[config.mk]
export PLATFORM = sky130hd
export DESIGN_NAME = cmsi_top
export DESIGN_NICKNAME = d
export VERILOG_FILES = /design/src/logic/cmsi_pkg.sv /design/src/logic/cmsi_top.sv /design/src/logic/cmsi_flags.sv
export SDC_FILE = /design/constraint.sdc
export NUM_CORES = 1
export LEC_CHECK = 0
export ABC_AREA = 1
export BUFFER_PORTS_ARGS = -buffer_cell sky130_fd_sc_hd__buf_2
export CAP_MARGIN = 20
export CORE_ASPECT_RATIO = 0.8
export CORE_MARGIN = 5
export CORE_UTILIZATION = 35
export CTS_CLUSTER_SIZE = 8
export DETAILED_ROUTE_END_ITERATION = 7
export MAX_ROUTING_LAYER = met4
export SLEW_MARGIN = 10
export SYNTH_ARGS = -nofsm -noshare
export SYNTH_HDL_FRONTEND = slang
export SYNTH_SLANG_ARGS = --single-unit
export TNS_END_PERCENT = 50
[constraint.sdc]
create_clock -name mclk_i -period 0.9 [get_ports mclk_i]
set_input_delay 0.045 -clock mclk_i [delete_from_list [all_inputs] [get_ports mclk_i]]
set_output_delay 0.045 -clock mclk_i [all_outputs]
set_load 0.01 [all_outputs]
[src/logic/cmsi_pkg.sv]
// Purpose: constants shared by the mode status and interrupt flag block
// Assumes: one 32-bit register port with byte addresses
// Notes: offsets are word aligned; unused bits read as zero
package cmsi_pkg;
  // register port widths
  localparam int ADDR_W = 8;
  localparam int DATA_W = 32;
  localparam int NFLAG = 12;
  localparam int CTRL_W = 3;
  localparam int STAT_W = 6;

  // register offsets
  localparam logic [ADDR_W-1:0] OFF_CTRL = 8'h00;
  localparam logic [ADDR_W-1:0] OFF_STATUS = 8'h04;
  localparam logic [ADDR_W-1:0] OFF_IFLAGS = 8'h08;
  localparam logic [ADDR_W-1:0] OFF_IMASK = 8'h0c;
  localparam logic [ADDR_W-1:0] OFF_ICLR = 8'h10;

  // control register fields
  localparam int CTRL_ENA = 0;
  localparam int CTRL_LPB = 1;
  localparam int CTRL_DOZE = 2;

  // core_mode_status fields
  localparam int ST_CONFIG = 0;
  localparam int ST_LOOPBACK = 1;
  localparam int ST_SLEEP = 2;
  localparam int ST_NORMAL = 3;
  localparam int ST_QUIET = 4;
  localparam int ST_ACTIVE = 5;

  // interrupt_flags fields
  localparam int FL_ARB = 0;
  localparam int FL_TXGOOD = 1;
  localparam int FL_TXFULL = 2;
  localparam int FL_PRIOFULL = 3;
  localparam int FL_RXGOOD = 4;
  localparam int FL_RXUF = 5;
  localparam int FL_RXOF = 6;
  localparam int FL_RXNE = 7;
  localparam int FL_ERR = 8;
  localparam int FL_BUSOFF = 9;
  localparam int FL_DOZE = 10;
  localparam int FL_WAKE = 11;

  // flags that a write of 0 to the core enable bit also clears
  localparam logic [NFLAG-1:0] FLAG_ENA_CLR = 12'hf53;

  // reset values
  localparam logic [CTRL_W-1:0] CTRL_RST = 3'h0;
  localparam logic [STAT_W-1:0] STAT_RST = 6'h01;
  localparam logic [NFLAG-1:0] FLAGS_RST = 12'h000;
  localparam logic [NFLAG-1:0] MASK_RST = 12'h000;

  // operating modes
  typedef enum logic [1:0] {MODE_CFG, MODE_NRM, MODE_LPB, MODE_DOZE} cmsi_mode_t;
endpackage : cmsi_pkg

[src/logic/cmsi_top.sv]
// Purpose: mode status word and interrupt flags of a CAN controller core
// Assumes: engine inputs are pulses or levels on mclk_i, no synchronising needed
// Notes: read data stand one cycle after rd_i; irq_o follows flags by one cycle
`timescale 1ns/1ps

// Summary of operation
// RQ1: bus active bit 5 is 1 while a frame moves, 0 in config or idle.
// RQ2: bus quiet bit 4 is 1 with no bus traffic, 0 in config or busy.
// RQ3: status bit 3 is 1 exactly while in normal mode.
// RQ4: status bit 2 is 1 exactly while in sleep mode.
// RQ5: status bit 1 is 1 exactly while in loopback mode.
// RQ6: status bit 0 is 1 in configuration mode and out of reset.
// RQ7: all interrupt conditions share one interrupt output.
// RQ8: each condition sets its sticky flag until cleared.
// RQ9: interrupt rises when any flag and its mask bit are both set.
// RQ10: software clears flags by writing ones to the clear register.
// RQ11: a set in the same cycle as a clear keeps the flag at 1.
// RQ12: core enable write of 0 clears wake, doze, bus-off, error, overflow, rx/tx ok, arb lost.
// RQ13: not-empty, underflow and both full flags clear only via clear register.
// RQ14: a loopback frame sets received flag, then sent flag one cycle later.
// RQ15: flag register bits 31 to 12 read zero and ignore writes.
module cmsi_top (
  input wire logic mclk_i,
  input wire logic reset_n_i,
  input wire logic [cmsi_pkg::ADDR_W-1:0] addr_i,
  input wire logic [cmsi_pkg::DATA_W-1:0] wdata_i,
  input wire logic wr_i,
  input wire logic rd_i,
  input wire logic rx_busy_i,
  input wire logic tx_busy_i,
  input wire logic rx_done_i,
  input wire logic tx_done_i,
  input wire logic lb_frame_i,
  input wire logic arb_lost_i,
  input wire logic tx_fifo_full_i,
  input wire logic prio_buf_full_i,
  input wire logic rx_not_empty_i,
  input wire logic rx_underflow_i,
  input wire logic rx_overflow_i,
  input wire logic bus_err_i,
  input wire logic bus_off_i,
  output logic [cmsi_pkg::DATA_W-1:0] rdata_o,
  output logic irq_o,
  output logic cfg_mode_o,
  output logic loopback_o,
  output logic sleep_o
);
  import cmsi_pkg::*;

  logic [CTRL_W-1:0] ctrl_r;
  logic [CTRL_W-1:0] ctrl_nxt;
  logic [NFLAG-1:0] mask_r;
  logic [NFLAG-1:0] mask_nxt;
  logic [DATA_W-1:0] rdata_r;
  logic [DATA_W-1:0] rdata_nxt;
  logic [NFLAG-1:0] clr_req;
  logic [NFLAG-1:0] clr_vec;
  logic [NFLAG-1:0] set_vec;
  logic [NFLAG-1:0] flags;
  logic ena_off;
  cmsi_mode_t mode_r;
  cmsi_mode_t mode_nxt;
  logic [STAT_W-1:0] stat_r;
  logic [STAT_W-1:0] stat_nxt;
  logic lb_pend_r;
  logic lb_pend_nxt;
  logic irq_r;
  logic irq_nxt;
  logic wake_evt;
  logic doze_evt;
  logic bus_busy;

  assign bus_busy = rx_busy_i | tx_busy_i;

  // register writes and read data
  always_comb begin
    ctrl_nxt = ctrl_r;
    mask_nxt = mask_r;
    rdata_nxt = '0;
    clr_req = '0;
    ena_off = 1'b0;
    if (wr_i) begin
      case (addr_i)
        OFF_CTRL: begin
          ctrl_nxt = wdata_i[CTRL_W-1:0];
          ena_off = ~wdata_i[CTRL_ENA]; // [RQ12]
        end
        OFF_IMASK: mask_nxt = wdata_i[NFLAG-1:0];
        OFF_ICLR: clr_req = wdata_i[NFLAG-1:0]; // [RQ10]
        default: ;
      endcase
    end
    if (rd_i) begin
      case (addr_i)
        OFF_CTRL: rdata_nxt = {{(DATA_W-CTRL_W){1'b0}}, ctrl_r};
        OFF_STATUS: rdata_nxt = {{(DATA_W-STAT_W){1'b0}}, stat_r};
        OFF_IFLAGS: rdata_nxt = {{(DATA_W-NFLAG){1'b0}}, flags}; // [RQ15]
        OFF_IMASK: rdata_nxt = {{(DATA_W-NFLAG){1'b0}}, mask_r};
        default: rdata_nxt = '0; // unmapped and clear register read zero
      endcase
    end
  end

  // register port storage
  always_ff @(posedge mclk_i or negedge reset_n_i) begin
    if (!reset_n_i) begin
      ctrl_r <= CTRL_RST;
      mask_r <= MASK_RST;
      rdata_r <= '0;
    end else begin
      ctrl_r <= ctrl_nxt;
      mask_r <= mask_nxt;
      rdata_r <= rdata_nxt;
    end
  end

  // mode sequencing; the loopback request is taken only on leaving config, the doze request in normal mode
  always_comb begin
    mode_nxt = mode_r;
    wake_evt = 1'b0;
    doze_evt = 1'b0;
    case (mode_r)
      MODE_CFG: begin
        if (ctrl_r[CTRL_ENA]) begin
          mode_nxt = ctrl_r[CTRL_LPB] ? MODE_LPB : MODE_NRM;
        end
      end
      MODE_NRM: begin
        if (!ctrl_r[CTRL_ENA]) begin
          mode_nxt = MODE_CFG;
        end else if (ctrl_r[CTRL_DOZE] && !bus_busy) begin
          mode_nxt = MODE_DOZE;
          doze_evt = 1'b1;
        end
      end
      MODE_DOZE: begin
        if (!ctrl_r[CTRL_ENA]) begin
          mode_nxt = MODE_CFG;
        end else if (bus_busy || !ctrl_r[CTRL_DOZE]) begin
          mode_nxt = MODE_NRM; // bus traffic or software wakes the core
          wake_evt = 1'b1;
        end
      end
      MODE_LPB: begin
        if (!ctrl_r[CTRL_ENA]) begin
          mode_nxt = MODE_CFG;
        end
      end
      default: mode_nxt = MODE_CFG;
    endcase
    stat_nxt = '0;
    stat_nxt[ST_CONFIG] = (mode_nxt == MODE_CFG); // [RQ6]
    stat_nxt[ST_LOOPBACK] = (mode_nxt == MODE_LPB); // [RQ5]
    stat_nxt[ST_SLEEP] = (mode_nxt == MODE_DOZE); // [RQ4]
    stat_nxt[ST_NORMAL] = (mode_nxt == MODE_NRM); // [RQ3]
    stat_nxt[ST_QUIET] = (mode_nxt != MODE_CFG) && !bus_busy; // [RQ2]
    stat_nxt[ST_ACTIVE] = (mode_nxt != MODE_CFG) && bus_busy; // [RQ1]
    lb_pend_nxt = (mode_r == MODE_LPB) && lb_frame_i; // [RQ14]
  end

  // mode and status storage
  always_ff @(posedge mclk_i or negedge reset_n_i) begin
    if (!reset_n_i) begin
      mode_r <= MODE_CFG;
      stat_r <= STAT_RST; // [RQ6]
      lb_pend_r <= 1'b0;
    end else begin
      mode_r <= mode_nxt;
      stat_r <= stat_nxt;
      lb_pend_r <= lb_pend_nxt;
    end
  end

  // event and clear vectors for the flag bank
  always_comb begin
    set_vec = '0;
    set_vec[FL_ARB] = arb_lost_i;
    set_vec[FL_TXGOOD] = tx_done_i | lb_pend_r; // [RQ14] sent follows received
    set_vec[FL_TXFULL] = tx_fifo_full_i;
    set_vec[FL_PRIOFULL] = prio_buf_full_i;
    set_vec[FL_RXGOOD] = rx_done_i | ((mode_r == MODE_LPB) && lb_frame_i); // [RQ14]
    set_vec[FL_RXUF] = rx_underflow_i;
    set_vec[FL_RXOF] = rx_overflow_i;
    set_vec[FL_RXNE] = rx_not_empty_i;
    set_vec[FL_ERR] = bus_err_i;
    set_vec[FL_BUSOFF] = bus_off_i;
    set_vec[FL_DOZE] = doze_evt;
    set_vec[FL_WAKE] = wake_evt; // [RQ8]
    clr_vec = clr_req | (ena_off ? FLAG_ENA_CLR : '0); // [RQ12] [RQ13]
  end

  // sticky flags
  cmsi_flags u_flags (
    .mclk_i(mclk_i),
    .reset_n_i(reset_n_i),
    .set_i(set_vec),
    .clr_i(clr_vec),
    .flags_o(flags)
  );

  // single interrupt line from enabled flags
  always_comb begin
    irq_nxt = |(flags & mask_r); // [RQ7] [RQ9]
  end

  always_ff @(posedge mclk_i or negedge reset_n_i) begin
    if (!reset_n_i) begin
      irq_r <= 1'b0;
    end else begin
      irq_r <= irq_nxt;
    end
  end

  // outputs straight from flip-flops
  assign rdata_o = rdata_r;
  assign irq_o = irq_r;
  assign cfg_mode_o = stat_r[ST_CONFIG];
  assign loopback_o = stat_r[ST_LOOPBACK];
  assign sleep_o = stat_r[ST_SLEEP];

  // checks on status and flag behaviour
  property p_active;
    @(posedge mclk_i) disable iff (!reset_n_i)
    stat_r[ST_ACTIVE] == ($past(bus_busy) && (mode_r != MODE_CFG));
  endproperty
  a_active: assert property (p_active) else $error("bus active bit wrong"); // [RQ1]

  property p_quiet;
    @(posedge mclk_i) disable iff (!reset_n_i)
    stat_r[ST_QUIET] == (!$past(bus_busy) && (mode_r != MODE_CFG));
  endproperty
  a_quiet: assert property (p_quiet) else $error("bus quiet bit wrong"); // [RQ2]

  property p_normal;
    @(posedge mclk_i) disable iff (!reset_n_i)
    stat_r[ST_NORMAL] == (mode_r == MODE_NRM);
  endproperty
  a_normal: assert property (p_normal) else $error("normal bit wrong"); // [RQ3]

  property p_sleep;
    @(posedge mclk_i) disable iff (!reset_n_i)
    (ctrl_r[CTRL_ENA] && ctrl_r[CTRL_DOZE] && mode_r == MODE_NRM && !bus_busy)
      |=> stat_r[ST_SLEEP] && sleep_o && flags[FL_DOZE];
  endproperty
  a_sleep: assert property (p_sleep) else $error("sleep entry not shown"); // [RQ4]

  property p_loopback;
    @(posedge mclk_i) disable iff (!reset_n_i)
    (mode_r == MODE_CFG && ctrl_r[CTRL_ENA] && ctrl_r[CTRL_LPB]) |=> loopback_o;
  endproperty
  a_loopback: assert property (p_loopback) else $error("loopback bit wrong"); // [RQ5]

  property p_config;
    @(posedge mclk_i) disable iff (!reset_n_i)
    $fell(ctrl_r[CTRL_ENA]) |=> cfg_mode_o && !stat_r[ST_ACTIVE] && !stat_r[ST_QUIET];
  endproperty
  a_config: assert property (p_config) else $error("config bit wrong"); // [RQ6]

  property p_irq;
    @(posedge mclk_i) disable iff (!reset_n_i)
    ((flags & mask_r) != '0) |=> irq_o;
  endproperty
  a_irq: assert property (p_irq) else $error("irq missing"); // [RQ9]

  property p_irq_quiet;
    @(posedge mclk_i) disable iff (!reset_n_i)
    ((flags & mask_r) == '0) |=> !irq_o;
  endproperty
  a_irq_quiet: assert property (p_irq_quiet) else $error("irq without cause"); // [RQ7]

  property p_event;
    @(posedge mclk_i) disable iff (!reset_n_i)
    bus_off_i |=> flags[FL_BUSOFF];
  endproperty
  a_event: assert property (p_event) else $error("event flag not set"); // [RQ8]

  property p_ena_clear;
    @(posedge mclk_i) disable iff (!reset_n_i)
    (wr_i && addr_i == OFF_CTRL && !wdata_i[CTRL_ENA] && set_vec == '0)
      |=> ((flags & FLAG_ENA_CLR) == '0);
  endproperty
  a_ena_clear: assert property (p_ena_clear) else $error("disable left flags"); // [RQ12]

  property p_ena_keep;
    @(posedge mclk_i) disable iff (!reset_n_i)
    (clr_req == '0) |=> ((flags & ~FLAG_ENA_CLR & $past(flags)) == ($past(flags) & ~FLAG_ENA_CLR));
  endproperty
  a_ena_keep: assert property (p_ena_keep) else $error("fifo flag lost"); // [RQ13]

  property p_lb_order;
    @(posedge mclk_i) disable iff (!reset_n_i)
    (mode_r == MODE_LPB && lb_frame_i && clr_vec == '0)
      |=> flags[FL_RXGOOD] && set_vec[FL_TXGOOD] ##1 flags[FL_TXGOOD];
  endproperty
  a_lb_order: assert property (p_lb_order) else $error("loopback order wrong"); // [RQ14]

  property p_upper_zero;
    @(posedge mclk_i) disable iff (!reset_n_i)
    (rd_i && addr_i == OFF_IFLAGS) |=> (rdata_o[DATA_W-1:NFLAG] == '0);
  endproperty
  a_upper_zero: assert property (p_upper_zero) else $error("upper flag bits set"); // [RQ15]
endmodule : cmsi_top

[src/logic/cmsi_flags.sv]
// Purpose: bank of sticky interrupt flags
// Assumes: set and clear vectors are one-cycle pulses on mclk_i
// Notes: a set in the same cycle as a clear leaves the flag at 1
`timescale 1ns/1ps

module cmsi_flags (
  input wire logic mclk_i,
  input wire logic reset_n_i,
  input wire logic [cmsi_pkg::NFLAG-1:0] set_i,
  input wire logic [cmsi_pkg::NFLAG-1:0] clr_i,
  output logic [cmsi_pkg::NFLAG-1:0] flags_o
);
  import cmsi_pkg::*;

  logic [NFLAG-1:0] flags_r;
  logic [NFLAG-1:0] flags_nxt;

  // one sticky cell per flag
  genvar gi;
  generate
    for (gi = 0; gi < NFLAG; gi++) begin : g_flag
      always_comb begin
        flags_nxt[gi] = set_i[gi] | (flags_r[gi] & ~clr_i[gi]); // [RQ8] [RQ10] [RQ11]
      end
    end
  endgenerate

  // flag storage
  always_ff @(posedge mclk_i or negedge reset_n_i) begin
    if (!reset_n_i) begin
      flags_r <= FLAGS_RST;
    end else begin
      flags_r <= flags_nxt;
    end
  end

  assign flags_o = flags_r;

  property p_set_wins;
    @(posedge mclk_i) disable iff (!reset_n_i)
    (set_i != '0) |=> ((flags_r & $past(set_i)) == $past(set_i));
  endproperty
  a_set_wins: assert property (p_set_wins) else $error("set flag not held"); // [RQ11]

  property p_clear;
    @(posedge mclk_i) disable iff (!reset_n_i)
    (clr_i != '0) |=> ((flags_r & $past(clr_i) & ~$past(set_i)) == '0);
  endproperty
  a_clear: assert property (p_clear) else $error("cleared flag still set"); // [RQ10]
endmodule : cmsi_flags

==> parameters.txt <==
Parameter                              Value

Run status
  Result of the run ... finished, violations left
  Violations in the final reports ... setup timing

Logic synthesis
  Proportion of synthesized flip-flops having asynchronous set or reset ... 1.00
  Synthesis-stage register bit count ... just under 50
  Combinational family with the most area after synthesis ... simple AND/OR/NAND/NOR gates
  Arithmetic-cell share of the synthesized area counting full adders, half adders and majority gates ... 0
  Post-synthesis xor/xnor area fraction ... 0
  Number of flops mapped to enable cells by yosys ... 0
  Post-synthesis sequential area ratio ... 0.499
  Number of distinct standard cells referenced by the synthesized netlist ... 30
  Fraction of the mapped netlist area in compound gates ... 0.0442
  Gate count after technology mapping ... about 300
  Post-synthesis simple-gate area fraction ... 0.328
  Commonest register cell after synthesis ... dfrtp_1
  Warnings, synthesis ... 0
  Summed instance area of the synthesized netlist ... roughly 2500 um^2
  Avg Synthesized Cell Area ... a little over 8 um^2
  Multiplexer area fraction after synthesis ... 0

Layout
  Core occupancy in the finished layout ... 0.498
  Number of nets in the layout ... 464
  Area delta synth->final ... 38.6%
  Most common cell after layout, fill and taps aside ... nand2_1
  Most frequent cells in the layout ... nand2_1, buf_2, dfrtp_1
  Area of combinational cells with multiple inputs ... about 1100 um^2
  Diode insertion count for antenna repair ... 0
  Register Area ... roughly 1200 um^2
  # fillers ... 689
  Ratio of cells with drive above 1 in the final layout ... 0.309

Global route
  Maximum number of pins on one net before global-route repair ... 50
  Number of global-route vias before repair ... around 2.1k
  Tot GR Track Use ... 0.151
  First-pass GRT wire length ... 10500 um
  Number of antenna violations at the first check in global routing ... 0
  GR Overflow Total ... 0

STA
  Share of the clock period used by the worst path ... 1.12
  Count of final hold-check violations ... 0
  Timing-limited maximum frequency ... around 1 GHz
  Setup slack after layout ... -0.112 ns
  Shortest period the worst path allows ... roughly 1.0 ns
  Worst Skew ... around 0.0036 ns
  Unrepaired setup endpoints after global routing ... yes
  Final sum of negative setup slack ... -0.334 ns
  Final setup violation count ... 7
  Final worst hold slack ... a little over 0.01 ns
  Fin. max-slew vios ... 0

CTS
  H-Tree Level Count ... 2
  CTS tree ... yes
  Number of clock sinks seen by CTS ... a little under 50
  Source-to-sink clock delay at the later pin of the worst-skew pair ... 0.30 ns
  TritonCTS Buffers ... 5
  Maximum buffer depth of the clock tree ... 2
  Clk slew on worst S/H paths ... about 0.090 ns
  Buffer type at the clock tree root ... clkbuf_8

Setup path
  Reg-to-Reg End ... u_flags.flags_o[4]
  Flop2flop setup slack ... -0.10 ns
  Critical-path cell with the highest stage delay ... dfstp_2
  Levels on crit path ... 1
  Arrival time reported for the critical path endpoint ... 0.97 ns
  Critical Path Start ... stat_r[0]
  CP Buf/Inv Count ... 1
  Critical path type ... flip-flop to output port
  Depth of the worst register-to-register path ... 4
  Kind of end point of the critical path ... output port
  Critical path fanouts, max ... 2
  Cell chain of the critical path ... buf_6
  Req. time, crit path ... 0.85 ns
  End of the critical path ... cfg_mode_o
  Family with the most delay on the worst path ... flip-flops
  Source of the worst register-to-register timing path ... mode_r[1]
  Crit path largest cell delay ... around 0.56 ns
  Worst setup SP type ... flip-flop

Job
  Total of max-cap violations ... 0

Detailed routing
  Iteration count of the initial detailed-routing pass ... 4
  Aggregate routed wire length ... between 6000 and 7000 um
  Detailed-route DRC error count ... 0
  Vias after detailed routing ... around 2.2k
  Via/cell ratio ... 4.54
  Antenna-violating nets left ... 0
  Number of violations reported at the end of detailed-routing iteration 0 ... between 100 and 150
  Post-detailed-route wirelength per cell ... 13.4 um

Floorplanning
  Initial core utilization ... 0.359
  Number of rows created at floorplan ... 27
  Floorplan die width ... approximately 100 um
  Height of the chip ... approximately 85 um
  Area of the die ... 8820 um^2
  Placeable core region ... 6860 um^2
  I/O pin cnt ... 93

Pwr
  Leakage dissipation ... 1.82 nW
  Power per cell area ... around 1400 nW/um^2
  Worst vdd ir ... around 0.0006 V
  PnR Total Power ... ~4.7 mW

Hold path
  Path class of the lowest-slack min-delay path ... primary input to flip-flop

Placement
  Placer Congestion ... between 0.8 and 0.9
  HPWL reported at the end of detailed placement ... 4720 um
  Count of port buffers added during placement ... 52
  Setup Slack @ Placement ... -0.280 ns
## sequential cells by signal (all words and copies together), names as in the netlist
signal	count
irq_o	1
stat_r	6
lb_pend_r	1
rdata_o	12
ctrl_r	3
u_flags.flags_o	12
mask_r	12
mode_r	2
## synthesized netlist by cell type, types with 2 or more instances
| master | instances | share of area |
|---|---|---|
| nand2_4 | 2 | 0.0092 |
| buf_4 | 20 | 0.061 |
| nand3_1 | 45 | 0.092 |
| inv_1 | 25 | 0.038 |
| a21oi_1 | 6 | 0.012 |
| o21ai_0 | 9 | 0.018 |
| buf_2 | 5 | 0.010 |
| nor2_1 | 21 | 0.032 |
| nand2_1 | 87 | 0.13 |
| nor2_2 | 2 | 0.0051 |
| nand4_1 | 3 | 0.0076 |
| dfrtp_1 | 48 | 0.49 |
| buf_6 | 3 | 0.014 |
| nand3b_1 | 8 | 0.024 |
| nand2_2 | 2 | 0.0051 |
## routing by layer
metal,vias to the layer above,track usage,part of all wire
li1,1126,-,-
met5,-,-,0
met4,0,0.0424,0.0057
met1,1057,0.213,0.48
met2,60,0.215,0.45
met3,4,0.0365,0.067
## logic make-up (layout without fill, tap and decap cells)
kind of cell    count (synthesis)  in the layout
buf+inv                        56            144
simple gates                  176            176
other cells                     1             20
compound gates                 19             19
flops                          49             49
## power by group
group,internal [mW],switching (mW)
clock network,0.907,0.734
registers,2.30,0.0569
logic,0.343,0.380
## worst min-delay path by stage
| stage | slack [ns] | from | to | cells past startpoint |
|---|---|---|---|---|
| 2_1_floorplan | -0.25 | reset_n_i | ctrl_r[0] | 0 |
| 3_3_place_gp | 0.06 | reset_n_i | stat_r[5] | 2 |
| 3_5_place_dp | 0.06 | reset_n_i | stat_r[4] | 2 |
| 4_1_cts | 0.01 | wdata_i[2] | mask_r[2] | 3 |
| 5_1_grt | 0.03 | rx_done_i | u_flags.flags_o[4] | 4 |
| 6_report | 0.01 | wdata_i[2] | mask_r[2] | 3 |
## through the flow
step / instance area [um^2] / std cells
global placement: 2990 / 462
floorplan: 2550 / 320
detailed placement: 2990 / 462
CTS: 3360 / 494
finish: 3410 / 495
global route: 3410 / 495
## cell type report
class,count,area share
clock buffer,7,0.0253
multi-input combinational,215,0.312
sequential,49,0.360
tap,87,0.0319
timing repair buffer,109,0.232
clock inverter,1,0.00880
inverter,27,0.0297
## what timing repair did
action | CTS | global route
cloned | 0 | 0
hold buffers | 21 | 0
resized for setup | 7 | 13
hold endpoints to repair | 70 | 0
endpoints found under the setup margin | 9 | 28
buffers inserted | 3 | 2
pin swaps | 5 | 8
Note: power is estimated with default switching activity, not from simulation.
